<file path="src/rtl/fb_image_params.svh">
// constants for the fieldbus process image mapper
`ifndef FB_IMAGE_PARAMS_SVH
`define FB_IMAGE_PARAMS_SVH
// ==========================================
// image sizes
`define OUT_IMG_BYTES 16
`define IN_IMG_BYTES 80
`define WIN_REGS 12
`define WR_REGS_MAX 6
// ==========================================
// command codes and answers
`define CMD_NONE 8'h00
`define CMD_WINDOW 8'hfa
`define CMD_WRITE 8'hfb
`define CMD_CLR_PRST 8'hfc
`define ACK_FAIL 8'hf0
`define ERR_OK 8'h00
`define ERR_COUNT 8'h01
`define ERR_ADDR 8'h02
`define ERR_BUS 8'h03
`define ERR_SCALE 8'h04
// ==========================================
// input image byte offsets
`define IB_ACK 4
`define IB_CERR 5
`define IB_WADDR 6
`define IB_WIN 8
`define IB_SETP 32
`define IB_SERR 36
`define IB_SSTAT 38
`define IB_GROSS 40
`define IB_NET 44
`define IB_WDEC 48
`define IB_FLOW 50
`define IB_FDEC 54
`define IB_SIG 56
`define IB_AOUT 60
`define IF_FLOW 48
`define IF_SIG 52
`define IF_AOUT 56
`endif

</file>
<file path="src/rtl/fb_types_pkg.sv">
// types shared by the process image mapper
`default_nettype none
package fb_types_pkg;
   // ==========================================
   // states of the command sequencer
   typedef enum logic [1:0] {
      S_IDLE = 2'b00,
      S_READ = 2'b01,
      S_WRITE = 2'b10,
      S_SCALE = 2'b11
   } seq_state_t;
   // ==========================================
   // header, status and value bytes from the instrument
   typedef struct packed {
      logic [7:0] state;
      logic [7:0] error;
      logic [7:0] status;
   } instr_hdr_t;
   typedef struct packed {
      logic [7:0] setpoint;
      logic [7:0] level;
      logic [7:0] din;
      logic [7:0] dout;
      logic [15:0] scale_err;
      logic [15:0] scale_stat;
   } scale_stat_t;
   typedef struct packed {
      logic [31:0] gross;
      logic [31:0] net;
      logic [15:0] wdec;
      logic [31:0] flow;
      logic [15:0] fdec;
      logic [31:0] signal;
      logic [31:0] aout;
   } int_vals_t;
   typedef struct packed {
      logic [31:0] gross;
      logic [31:0] net;
      logic [31:0] flow;
      logic [31:0] signal;
      logic [31:0] aout;
   } flt_vals_t;
   // register space access
   typedef struct packed {
      logic req;
      logic we;
      logic [15:0] addr;
      logic [15:0] wdata;
   } reg_req_t;
endpackage : fb_types_pkg
`default_nettype wire

</file>
<file path="src/rtl/cmd_change_det.sv">
// command byte change detector with pending latch
`default_nettype none
`include "fb_image_params.svh"
module cmd_change_det #(
   parameter int OUT_W = 8 * `OUT_IMG_BYTES
) (
   input wire logic clk_i,
   input wire logic rst_n_i,
   input wire logic [OUT_W-1:0] img_i,
   input wire logic take_i,
   output logic pend_o,
   output logic [OUT_W-1:0] cap_o
);
   typedef struct packed {
      logic [7:0] prev;
      logic pend;
      logic [OUT_W-1:0] cap;
   } det_t;
   det_t r;
   det_t n;
   always_comb begin
      n = r;
      if (take_i) begin
         n.pend = 1'b0;
      end
      // a change in the take cycle still counts: set wins
      if (img_i[OUT_W-1 -: 8] != r.prev) begin
         n.pend = 1'b1;
         n.cap = img_i;
      end
      n.prev = img_i[OUT_W-1 -: 8];
   end
   always_ff @(posedge clk_i) begin
      if (!rst_n_i) begin
         r <= '0;
      end else begin
         r <= n;
      end
   end
   assign pend_o = r.pend;
   assign cap_o = r.cap;
endmodule : cmd_change_det
`default_nettype wire

</file>
<file path="src/rtl/fieldbus_image_mapper.sv">
// command mailbox and process image mapper between fieldbus master and register space
`default_nettype none
`include "fb_image_params.svh"
// Contract
// take 16 byte output image from master
// multi byte values most significant first
// out bytes: command, count, address, six registers
// every register is two bytes wide
// command byte drives window, writes, scale actions
// 0 nothing, 250 window, 251 write
// 252 clears program reset flag
// act only when command byte changes
// count, address, data from fixed bytes
// outcome in bytes 4 and 5
// ack is command or 240 on failure
// error byte zero on success, else code
// produce 80 byte input image
// header: state, error, status, unused
// bytes 6-7 echo window start address
// bytes 8-31 hold twelve window registers
// status, scale error, scale status bytes
// integer value layout from byte 40
// float layout, bytes 60-63 zero
// setup selects integer or float layout
// bytes 64-79 reserved, carry zero
// master mapping matches device mapping
// bad count or address writes nothing
module fieldbus_image_mapper #(
   parameter logic [15:0] ADDR_LO = 16'h0000,
   parameter logic [15:0] ADDR_HI = 16'hffff,
   parameter logic [15:0] WIN_ADDR_RST = 16'h0000
) (
   // clock and reset
   input wire logic REF_CLK_I,
   input wire logic RESET_N_I,
   // output image from the master
   input wire logic [8*`OUT_IMG_BYTES-1:0] OUT_IMAGE_I,
   // instrument data for the input image
   input wire fb_types_pkg::instr_hdr_t INSTR_HDR_I,
   input wire fb_types_pkg::scale_stat_t SCALE_STAT_I,
   input wire fb_types_pkg::int_vals_t INT_VALS_I,
   input wire fb_types_pkg::flt_vals_t FLT_VALS_I,
   input wire logic FLOAT_MODE_I,
   // register space access
   output fb_types_pkg::reg_req_t REG_REQ_O,
   input wire logic REG_ACK_I,
   input wire logic REG_ERR_I,
   input wire logic [15:0] REG_RDATA_I,
   // scale command port
   output logic SCALE_REQ_O,
   output logic [7:0] SCALE_CODE_O,
   input wire logic SCALE_DONE_I,
   input wire logic SCALE_FAIL_I,
   input wire logic [7:0] SCALE_ERRC_I,
   // program reset flag clear and input image
   output logic PRST_CLR_O,
   output logic [8*`IN_IMG_BYTES-1:0] IN_IMAGE_O
);
   localparam int OUT_W = 8 * `OUT_IMG_BYTES;
   localparam int IN_W = 8 * `IN_IMG_BYTES;

   // ==========================================
   // state
   typedef struct packed {
      fb_types_pkg::seq_state_t st;
      logic [7:0] ack;
      logic [7:0] cerr;
      logic [15:0] win_addr;
      logic [`WIN_REGS-1:0][15:0] win;
      logic [3:0] rd_idx;
      logic [2:0] wr_idx;
      logic [2:0] wr_cnt;
      logic [`WR_REGS_MAX-1:0][15:0] wr_data;
      fb_types_pkg::reg_req_t rq;
      logic scale_req;
      logic [7:0] scale_code;
      logic prst_clr;
   } map_t;
   map_t r;
   map_t n;

   logic pend;
   logic take;
   logic [OUT_W-1:0] cap;
   logic [7:0] cap_cmd;
   logic [7:0] cap_cnt;
   logic [15:0] cap_addr;

   // ==========================================
   // command capture
   cmd_change_det #(
      .OUT_W(OUT_W)
   ) u_det (
      .clk_i(REF_CLK_I),
      .rst_n_i(RESET_N_I),
      .img_i(OUT_IMAGE_I),
      .take_i(take),
      .pend_o(pend),
      .cap_o(cap)
   );

   assign cap_cmd = cap[OUT_W-1 -: 8];
   assign cap_cnt = cap[OUT_W-9 -: 8];
   assign cap_addr = cap[OUT_W-17 -: 16];

   // range check of a run of registers; no wrap past the top
   function automatic logic addr_ok(input logic [15:0] a, input logic [4:0] cnt);
      logic [16:0] last;
      last = {1'b0, a} + {12'h000, cnt} - 17'h00001;
      return (a >= ADDR_LO) && (last <= {1'b0, ADDR_HI});
   endfunction : addr_ok

   // ==========================================
   // sequencer
   always_comb begin
      n = r;
      take = 1'b0;
      n.prst_clr = 1'b0;
      case (r.st)
         fb_types_pkg::S_IDLE: begin
            if (pend) begin
               take = 1'b1;
               case (cap_cmd)
                  `CMD_NONE: begin
                     n.st = fb_types_pkg::S_IDLE;
                  end
                  `CMD_WINDOW: begin
                     if (addr_ok(cap_addr, 5'd12)) begin
                        n.win_addr = cap_addr;
                        n.rd_idx = 4'h0;
                        n.ack = `CMD_WINDOW;
                        n.cerr = `ERR_OK;
                     end else begin
                        n.ack = `ACK_FAIL;
                        n.cerr = `ERR_ADDR;
                     end
                  end
                  `CMD_WRITE: begin
                     // checks up front so a bad request never touches a register
                     if (cap_cnt == 8'h00 || cap_cnt > 8'h06) begin
                        n.ack = `ACK_FAIL;
                        n.cerr = `ERR_COUNT;
                     end else if (!addr_ok(cap_addr, cap_cnt[4:0])) begin
                        n.ack = `ACK_FAIL;
                        n.cerr = `ERR_ADDR;
                     end else begin
                        for (int k = 0; k < `WR_REGS_MAX; k++) begin
                           n.wr_data[k] = cap[OUT_W-33-16*k -: 16];
                        end
                        n.wr_cnt = cap_cnt[2:0];
                        n.wr_idx = 3'h0;
                        n.rq.req = 1'b1;
                        n.rq.we = 1'b1;
                        n.rq.addr = cap_addr;
                        n.rq.wdata = cap[OUT_W-33 -: 16];
                        n.st = fb_types_pkg::S_WRITE;
                     end
                  end
                  `CMD_CLR_PRST: begin
                     n.prst_clr = 1'b1;
                     n.ack = `CMD_CLR_PRST;
                     n.cerr = `ERR_OK;
                  end
                  default: begin
                     // tare, zero and the rest go to the scale logic
                     n.scale_req = 1'b1;
                     n.scale_code = cap_cmd;
                     n.st = fb_types_pkg::S_SCALE;
                  end
               endcase
            end else begin
               // background refresh of the window, one register per access
               n.rq.req = 1'b1;
               n.rq.we = 1'b0;
               n.rq.addr = r.win_addr + {12'h000, r.rd_idx};
               n.rq.wdata = 16'h0000;
               n.st = fb_types_pkg::S_READ;
            end
         end
         fb_types_pkg::S_READ: begin
            if (REG_ACK_I) begin
               n.rq.req = 1'b0;
               n.win[r.rd_idx] = REG_ERR_I ? 16'h0000 : REG_RDATA_I;
               n.rd_idx = (r.rd_idx == 4'd11) ? 4'h0 : r.rd_idx + 4'h1;
               n.st = fb_types_pkg::S_IDLE;
            end
         end
         fb_types_pkg::S_WRITE: begin
            if (REG_ACK_I) begin
               if (REG_ERR_I) begin
                  n.rq.req = 1'b0;
                  n.ack = `ACK_FAIL;
                  n.cerr = `ERR_BUS;
                  n.st = fb_types_pkg::S_IDLE;
               end else if (r.wr_idx == r.wr_cnt - 3'h1) begin
                  n.rq.req = 1'b0;
                  n.ack = `CMD_WRITE;
                  n.cerr = `ERR_OK;
                  n.st = fb_types_pkg::S_IDLE;
               end else begin
                  // next register follows back to back
                  n.wr_idx = r.wr_idx + 3'h1;
                  n.rq.addr = r.rq.addr + 16'h0001;
                  n.rq.wdata = r.wr_data[r.wr_idx + 3'h1];
               end
            end
         end
         fb_types_pkg::S_SCALE: begin
            if (SCALE_DONE_I) begin
               n.scale_req = 1'b0;
               n.st = fb_types_pkg::S_IDLE;
               if (SCALE_FAIL_I) begin
                  n.ack = `ACK_FAIL;
                  // a failure must never report code zero
                  n.cerr = (SCALE_ERRC_I == 8'h00) ? `ERR_SCALE : SCALE_ERRC_I;
               end else begin
                  n.ack = r.scale_code;
                  n.cerr = `ERR_OK;
               end
            end
         end
         default: begin
            n.st = fb_types_pkg::S_IDLE;
         end
      endcase
   end

   always_ff @(posedge REF_CLK_I) begin
      if (!RESET_N_I) begin
         r <= '0;
         r.win_addr <= WIN_ADDR_RST;
      end else begin
         r <= n;
      end
   end

   // ==========================================
   // input image
   in_image_packer #(
      .IN_W(IN_W)
   ) u_pack (
      .clk_i(REF_CLK_I),
      .rst_n_i(RESET_N_I),
      .hdr_i(INSTR_HDR_I),
      .ack_i(r.ack),
      .cerr_i(r.cerr),
      .waddr_i(r.win_addr),
      .win_i(r.win),
      .stat_i(SCALE_STAT_I),
      .ival_i(INT_VALS_I),
      .fval_i(FLT_VALS_I),
      .float_mode_i(FLOAT_MODE_I),
      .img_o(IN_IMAGE_O)
   );

   assign REG_REQ_O = r.rq;
   assign SCALE_REQ_O = r.scale_req;
   assign SCALE_CODE_O = r.scale_code;
   assign PRST_CLR_O = r.prst_clr;

   logic idle_take;
   assign idle_take = (r.st == fb_types_pkg::S_IDLE) && pend;
endmodule : fieldbus_image_mapper
`default_nettype wire

</file>
<file path="src/rtl/in_image_packer.sv">
// builds the 80 byte input image, one clock behind its inputs
`default_nettype none
`include "fb_image_params.svh"
module in_image_packer #(
   parameter int IN_W = 8 * `IN_IMG_BYTES
) (
   input wire logic clk_i,
   input wire logic rst_n_i,
   input wire fb_types_pkg::instr_hdr_t hdr_i,
   input wire logic [7:0] ack_i,
   input wire logic [7:0] cerr_i,
   input wire logic [15:0] waddr_i,
   input wire logic [`WIN_REGS-1:0][15:0] win_i,
   input wire fb_types_pkg::scale_stat_t stat_i,
   input wire fb_types_pkg::int_vals_t ival_i,
   input wire fb_types_pkg::flt_vals_t fval_i,
   input wire logic float_mode_i,
   output logic [IN_W-1:0] img_o
);
   typedef struct packed {
      logic [IN_W-1:0] img;
   } pk_t;
   pk_t r;
   pk_t n;
   // most significant byte first in every field
   function automatic logic [IN_W-1:0] put(input logic [IN_W-1:0] v, input int off,
                                           input int nb, input logic [31:0] d);
      logic [IN_W-1:0] o;
      o = v;
      for (int i = 0; i < nb; i++) begin
         o[IN_W-1-8*(off+i) -: 8] = d[8*(nb-1-i) +: 8];
      end
      return o;
   endfunction : put
   always_comb begin
      n.img = '0;
      n.img[IN_W-1 -: 24] = hdr_i;
      n.img = put(n.img, `IB_ACK, 1, {24'h000000, ack_i});
      n.img = put(n.img, `IB_CERR, 1, {24'h000000, cerr_i});
      n.img = put(n.img, `IB_WADDR, 2, {16'h0000, waddr_i});
      for (int k = 0; k < `WIN_REGS; k++) begin
         n.img = put(n.img, `IB_WIN + 2 * k, 2, {16'h0000, win_i[k]});
      end
      n.img = put(n.img, `IB_SETP, 4, stat_i[63:32]);
      n.img = put(n.img, `IB_SERR, 2, {16'h0000, stat_i.scale_err});
      n.img = put(n.img, `IB_SSTAT, 2, {16'h0000, stat_i.scale_stat});
      n.img = put(n.img, `IB_GROSS, 4, float_mode_i ? fval_i.gross : ival_i.gross);
      n.img = put(n.img, `IB_NET, 4, float_mode_i ? fval_i.net : ival_i.net);
      if (float_mode_i) begin
         // bytes 60..63 left at zero
         n.img = put(n.img, `IF_FLOW, 4, fval_i.flow);
         n.img = put(n.img, `IF_SIG, 4, fval_i.signal);
         n.img = put(n.img, `IF_AOUT, 4, fval_i.aout);
      end else begin
         n.img = put(n.img, `IB_WDEC, 2, {16'h0000, ival_i.wdec});
         n.img = put(n.img, `IB_FLOW, 4, ival_i.flow);
         n.img = put(n.img, `IB_FDEC, 2, {16'h0000, ival_i.fdec});
         n.img = put(n.img, `IB_SIG, 4, ival_i.signal);
         n.img = put(n.img, `IB_AOUT, 4, ival_i.aout);
      end
   end
   always_ff @(posedge clk_i) begin
      if (!rst_n_i) begin
         r <= '0;
      end else begin
         r <= n;
      end
   end
   assign img_o = r.img;
endmodule : in_image_packer
`default_nettype wire
</file>
<file path="config.mk">
export PLATFORM = sky130hd
export DESIGN_NAME = fieldbus_image_mapper
export DESIGN_NICKNAME = d
export VERILOG_FILES = /design/src/rtl/fb_types_pkg.sv /design/src/rtl/cmd_change_det.sv /design/src/rtl/fieldbus_image_mapper.sv /design/src/rtl/in_image_packer.sv
export VERILOG_INCLUDE_DIRS = /design/src /design/src/rtl
export SDC_FILE = /design/constraint.sdc
export NUM_CORES = 2
export LEC_CHECK = 0
export BUFFER_PORTS_ARGS = -buffer_cell sky130_fd_sc_hd__buf_2
export CAP_MARGIN = 20
export CELL_PAD_IN_SITES_DETAIL_PLACEMENT = 0
export CELL_PAD_IN_SITES_GLOBAL_PLACEMENT = 2
export CORE_AREA = 2 2 497 499
export DETAILED_ROUTE_END_ITERATION = 6
export DIE_AREA = 0 0 499 501
export PLACE_DENSITY_LB_ADDON = 0.1
export SYNTH_ARGS = -nofsm -noshare
export SYNTH_HDL_FRONTEND = slang
export SYNTH_SLANG_ARGS = --single-unit
</file>
<file path="constraint.sdc">
create_clock -name REF_CLK_I -period 3.1 [get_ports REF_CLK_I]
set_input_delay 0.465 -clock REF_CLK_I [delete_from_list [all_inputs] [get_ports REF_CLK_I]]
set_output_delay 0.465 -clock REF_CLK_I [all_outputs]
set_load 0.05 [all_outputs]
</file>
======== After elaboration in Yosys (flattened, before gate mapping) ========
Cells that the tools add are included.
storage, ports and cells
  input port bits ......................... 599
  word-level logic and storage cells ...... 180
  flip-flop bits (word level) ............. 1153
  output and inout port bits .............. 684
cells by class
  eq/ne operators ......................... 33
  muxes and demuxes ....................... 61
  bitwise operators ....................... 3
  magnitude comparators ................... 7
  reduce and logical (&&, ||, !) cells .... 30
  $add $sub $neg .......................... 9
operator list
  cell                                                              number
  two-way mux 136 bit                                               3
  two-way mux 256 bit                                               1
  bitwise mux 192 bit                                               1
  two-way mux 32 bit                                                6
  two-way mux 129 bit                                               1
  two-way mux 16 bit                                                8
  two-way mux 106 bit                                               1
  one-hot mux 16 bit (3 select lines)                               2
  two-way mux 18 bit                                                4
  demux 16 bit (select 4 bit)                                       1
  one-hot mux 32 bit (2 select lines)                               1
  binary-select mux 16 bit (select 3 bit)                           1
  less-or-equal comparator 17 x 16 -> 1 bit, second input constant  2
  two-way mux 34 bit                                                1
  subtractor 17 x 1 -> 17 bit, second input constant                2
  AND reduction 7 bit                                               4
  == test 8 bit, second input constant                              3
  logical NOT 8 bit                                                 3
  inequality test 2 bit, second input constant                      12
  adder 16 x 4 -> 17 bit, second input constant                     1
  adder 16 x 5 -> 17 bit                                            1
  adder 16 x 1 -> 16 bit, second input constant                     1
  adder 16 x 4 -> 16 bit                                            1
  >= comparator 16 x 1 -> 1 bit, second input constant              1
  other kinds (43)                                                  81

======== Longest topological paths before layout ========
  word-level depth ........................ 9
  depth in mapped cells ................... 14
  mapped depth without buffers ............ 11

======== Modules after synthesis ========
From an unflattened synthesis, not the netlist that was laid out.
unflattened totals
  cell total of the unflattened synthesis .. 4229
  area, all modules ....................... 39461.6 um^2
modules (own cells, without submodules)
  module                 sequential area each (um^2)  area each (um^2)  times used  cells each
  fieldbus_image_mapper  7527.2                       16881.2           1           2137
  in_image_packer        10089.7                      16320.7           1           1379
  cmd_change_det         2742.6                       6259.8            1           713

======== Worst setup path after synthesis ========
OpenSTA, ideal clock, no wires.
  kind .................................... register to register
  start ................................... register u_det.r, in the netlist u_det.cap_o[99]
  end ..................................... register r, in the netlist REG_REQ_O[10]
  library setup time ...................... 0.122 ns
  buffers on the path ..................... 3
  data required time ...................... 2.978 ns
  cell stages (with the launch flop) ...... 14
  data arrival time ....................... 2.981 ns
  path slack .............................. -0.003 ns
  period minus slack after synthesis ...... 3.103 ns
  path through ............................ dfxtp_1 > clkbuf_1 > inv_1 > ha_1 > inv_1 > ha_1 > nor2_1 > nor4_1 > o21ai_1 > a2111o_1 > a21boi_2 > buf_2 > buf_2 > a21oi_1
between the ends
  longest elaborated chain between the ends .. 6
  elaborated cells on any way between the ends .. 7
  classes of those cells .................. 2 x add/sub; 2 x order compare; 1 x eq/ne; 2 x reduce/logical
RTL lines
  item                                       RTL line                      RTL
  from (decl)                                cmd_change_det.sv:19          det_t r;
  from (signal assigned)                     cmd_change_det.sv:37          r <= n;
  adder 16 x 5 -> 17 bit                     fieldbus_image_mapper.sv:109  last = {1'b0, a} + {12'h000, cnt} - 17'h00001;
  subtractor 17 x 1 -> 17 bit                fieldbus_image_mapper.sv:109
  less-or-equal comparator 17 x 16 -> 1 bit  fieldbus_image_mapper.sv:110  return (a >= ADDR_LO) && (last <= {1'b0, ADDR_HI});
  logical AND 1 bit *                        fieldbus_image_mapper.sv:110
  inequality test 3 bit (no source line) *   -
  AND reduction 7 bit (no source line) *     -
  to (signal assigned)                       fieldbus_image_mapper.sv:233  r <= n;
  to (decl)                                  fieldbus_image_mapper.sv:79   map_t r;
Mark *: on every way between the ends. The rest lies on a longest branch, timed or not.
A chain may end at the register's enable or synchronous reset.

======== Final worst setup path ========
  start ................................... register u_det.r, in the netlist u_det.cap_o[116]
  end ..................................... register r, in the netlist REG_REQ_O[13]
between the ends
  longest elaborated chain between the ends .. 6
  elaborated cells on any way between the ends .. 10
  classes of those cells .................. 2 x add/sub; 2 x order compare; 2 x eq/ne; 4 x reduce/logical
RTL lines
  item                                       RTL line
  adder 16 x 5 -> 17 bit                     fieldbus_image_mapper.sv:109
  subtractor 17 x 1 -> 17 bit                fieldbus_image_mapper.sv:109
  less-or-equal comparator 17 x 16 -> 1 bit  fieldbus_image_mapper.sv:110
  logical AND 1 bit                          fieldbus_image_mapper.sv:110
  inequality test 3 bit (no source line)     -
  AND reduction 7 bit (no source line) *     -
Marked as above.

==> flow_metrics.tcl <==
set metrics [dict create \
    hold_class "input pin to register" \
    nNetsFinal 6426 \
    synth_top_area_share_pct 54.7 \
    initial_utilization_pct 15.2 \
    timing.critical_path.mode_cell "buf_6" \
    grtUsageTotal_pct 15.0 \
    grt_pass1_vias 33835 \
    synthTopCellsByCount "dfxtp_1, nor2_1, nand2_1, a21oi_1, and2_1" \
    fp.dieH_um 501 \
    slowest_stage "a2111o_2" \
    timing.rr.end "REG_REQ_O[13]" \
    io_pins 1283 \
    rr_worst_depth 14 \
    async_flop_share_pct 0 \
    synthCells 4093 \
    ir_drop_uv 445 \
    synthDistinctLibCells 83 \
    max_cap_viol_count 0 \
    place_area_mm2 0.0467 \
    synth-edff-count 0 \
    final_cell_area_mm2 0.0574 \
    required_ns 3.75 \
    p_per_area_mw_per_mm2 639 \
    worstSetupStartpointType "register" \
    fin_crit_sh_pct 96.4 \
    row_count 182 \
    cts_tree "done" \
    final.fill_count 27052 \
    die_area_mm2 0.250 \
    dp_hpwl_mm 147 \
    synth.most_common_cell "dfxtp_1" \
    cp_top_family "compound AO/OA/AOI/OAI gates" \
    fin_crit_ns 2.99 \
    wl_per_cell_um 21.7 \
    cpPeakStageDelay_ns 0.50 \
    vias_per_cell 3.68 \
    hold_viol 0 \
    fin_util_pct 23.5 \
    worst_pin_slew_ns 0.849 \
    path_buf_inv 6 \
    cts_buffers 138 \
    crit_type "register to register" \
    drt_iter0_drc 1644 \
    post-place-ws_ns -0.220 \
    fin_cells 9122 \
    yosysSeqAreaShare_pct 54.7 \
    io_buffers 1146 \
    arrival_ns 3.63 \
    cp_max_fo 8 \
    antenna_found_initial 42 \
    gr-total-overflow 0 \
    ctsLongestPathBuffers 3 \
    finalHoldWorstSlack_ns 0.0843 \
    finalSetupViolations 0 \
    clk_pin_slew_ns 0.05 \
    max-slew-margin-rel_pct 42.8 \
    synth_top_area_cell "dfxtp_1" \
    clock.fmax_ghz 0.334 \
    drt-total-wl_mm 198 \
    route.detailed.drc 0 \
    timing.rr.start "u_det.cap_o[116]" \
    crit_end "REG_REQ_O[13]" \
    ys_top_cells_by_area "dfxtp_1, a21oi_1, nor2_1, and2_1, mux2i_1" \
    clk_latency_ns 0.78 \
    num_vias 33563 \
    critical_path.startpoint "u_det.cap_o[116]" \
    cts_htree_levels 4 \
    core-area_mm2 0.245 \
    place.gp.congestion 0.757 \
    synthesis.area_mm2 0.0372 \
    endpoint_kind "register" \
    finalClockSkew_ns 0.0352 \
    crit_cells 14 \
    status "finished, final reports clean" \
    ant_nets 0 \
    grt_first_pass_wirelength_mm 268 \
    dieWidth_um 499 \
    dp.cells 8295 \
    yosys_warnings 0 \
    drtPass1Iterations 5 \
    drive_above_1_share_pct 27.6 \
    cp_cell_sequence "inv_2 -> ha_4 -> inv_2 -> ha_4 -> nand2_4 -> nor4_4 -> o21ai_4 -> a2111o_2 -> buf_6 -> a21boi_4 -> buf_6 -> buf_6 -> clkbuf_16 -> a21oi_1" \
    grt_max_degree 148 \
    drv_slew 0 \
    synth.avg_cell_area_um2 9.10 \
    area_growth_pct 54.2 \
    setup_ws_ns 0.110 \
    root_buffer "clkbuf_16" \
    cts.sinks 1017 \
    ys_ff_latch 1017 \
    p_leak_uw 0.0254 \
    ff2ff_setup_slack_ns 0.11 \
    synthFlopType "dfxtp_1" \
]
final cells by class:
class	instances	area [um^2]	area share, %
well taps	3220	4030	7.01
flip-flops and latches	1017	20400	35.5
clock buffers	210	4060	7.06
clock inverters	34	556	0.967
diodes	20	50.0	0.0871
repair buffers	1859	13100	22.7
multi-input cells	2708	15100	26.3
inverters	54	210	0.366
tightest hold or removal path: cells and delay by family:
family          cells  cell delay (ns)
buf+inv             1             0.13
simple gates        2             0.16
compound gates      1             0.07
worst min path at each step:
stage                   endpoint  slack, ns  cells past startpoint             from
6_report             SCALE_REQ_O       0.08                      4     SCALE_DONE_I
5_1_grt          u_det.cap_o[94]       0.05                      3  OUT_IMAGE_I[94]
4_1_cts        u_pack.img_o[257]      0.002                      3  INT_VALS_I[129]
3_5_place_dp   u_pack.img_o[597]       0.41                      2           r[363]
3_3_place_gp   u_pack.img_o[597]       0.41                      2           r[363]
2_1_floorplan  u_pack.img_o[594]       0.40                      2           r[360]
cell usage in the layout, fill, tap and decap left out, drive strengths merged, types with 5 or more instances in the layout:
cell,instances
nor2b,10
nand2b,18
a21oi,494
mux4,16
dlygate4sd3,540
a2bb2oi,17
xnor2,8
mux2i,204
xor2,17
nor4,6
a211oi,12
nand4,7
clkbuf,220
or3,6
inv,57
and4,6
conb,136
o31ai,5
nor2,620
and2,347
bufinv,7
clkinv,23
a31oi,7
buf,1309
o22ai,9
a311oi,8
nor3,30
nand3,35
o21ai,52
ha,48
a2111oi,5
nand2,510
or4,8
and3,7
o21a,6
diode,20
dfxtp,1017
sequential cells by signal, summed over array words and instances (netlist names):
signal / flops
PRST_CLR_O: 1
r: 332
u_pack.img_o: 504
u_det.cap_o: 128
SCALE_REQ_O: 1
SCALE_CODE_O: 8
u_det.pend_o: 1
u_det.r: 8
REG_REQ_O: 34
cell families after synthesis:
family	synth area share, %
AND/OR/NAND/NOR	19.6
flip-flops	54.7
AO/OA/AOI/OAI	10.0
buffers and inverters	6.95
multiplexers	6.48
adder cells (fa/ha/maj)	1.67
XOR/XNOR	0.648
other	0.0101
power by group:
group	leakage (uW)	internal, uW	switching, uW
sequential	0.00831	13600	420
combinational	0.0148	2120	4180
clock	0.00224	9680	6710
metrics by stage:
step,TNS (ns),total power [uW]
after floorplan,0,17800
after global placement,-10.64,19800
after detailed placement,-10.13,19800
after CTS,0,37300
after global routing,-0.0293,38400
final,0,36700
per-layer routing:
metal / global-route usage, % / vias to the layer above / share of wire [%]
met2: 23.9 / 1052 / 45
met1: 19.9 / 15739 / 46
li1: - / 16541 / -
met5: 0 / - / 0.019
met3: 4.10 / 225 / 6.2
met4: 4.13 / 6 / 2.5
timing repair:
item / CTS / global route
hold buffers: 540 / 0
endpoints found under the setup margin: 137 / 149
endpoints found under the hold margin: 401 / 0
buffers inserted: 2 / 11
cloned: 0 / 11
resized for setup: 4 / 84
pin swaps: 1 / 18
No activity file was read; power rests on OpenSTA's default activity.
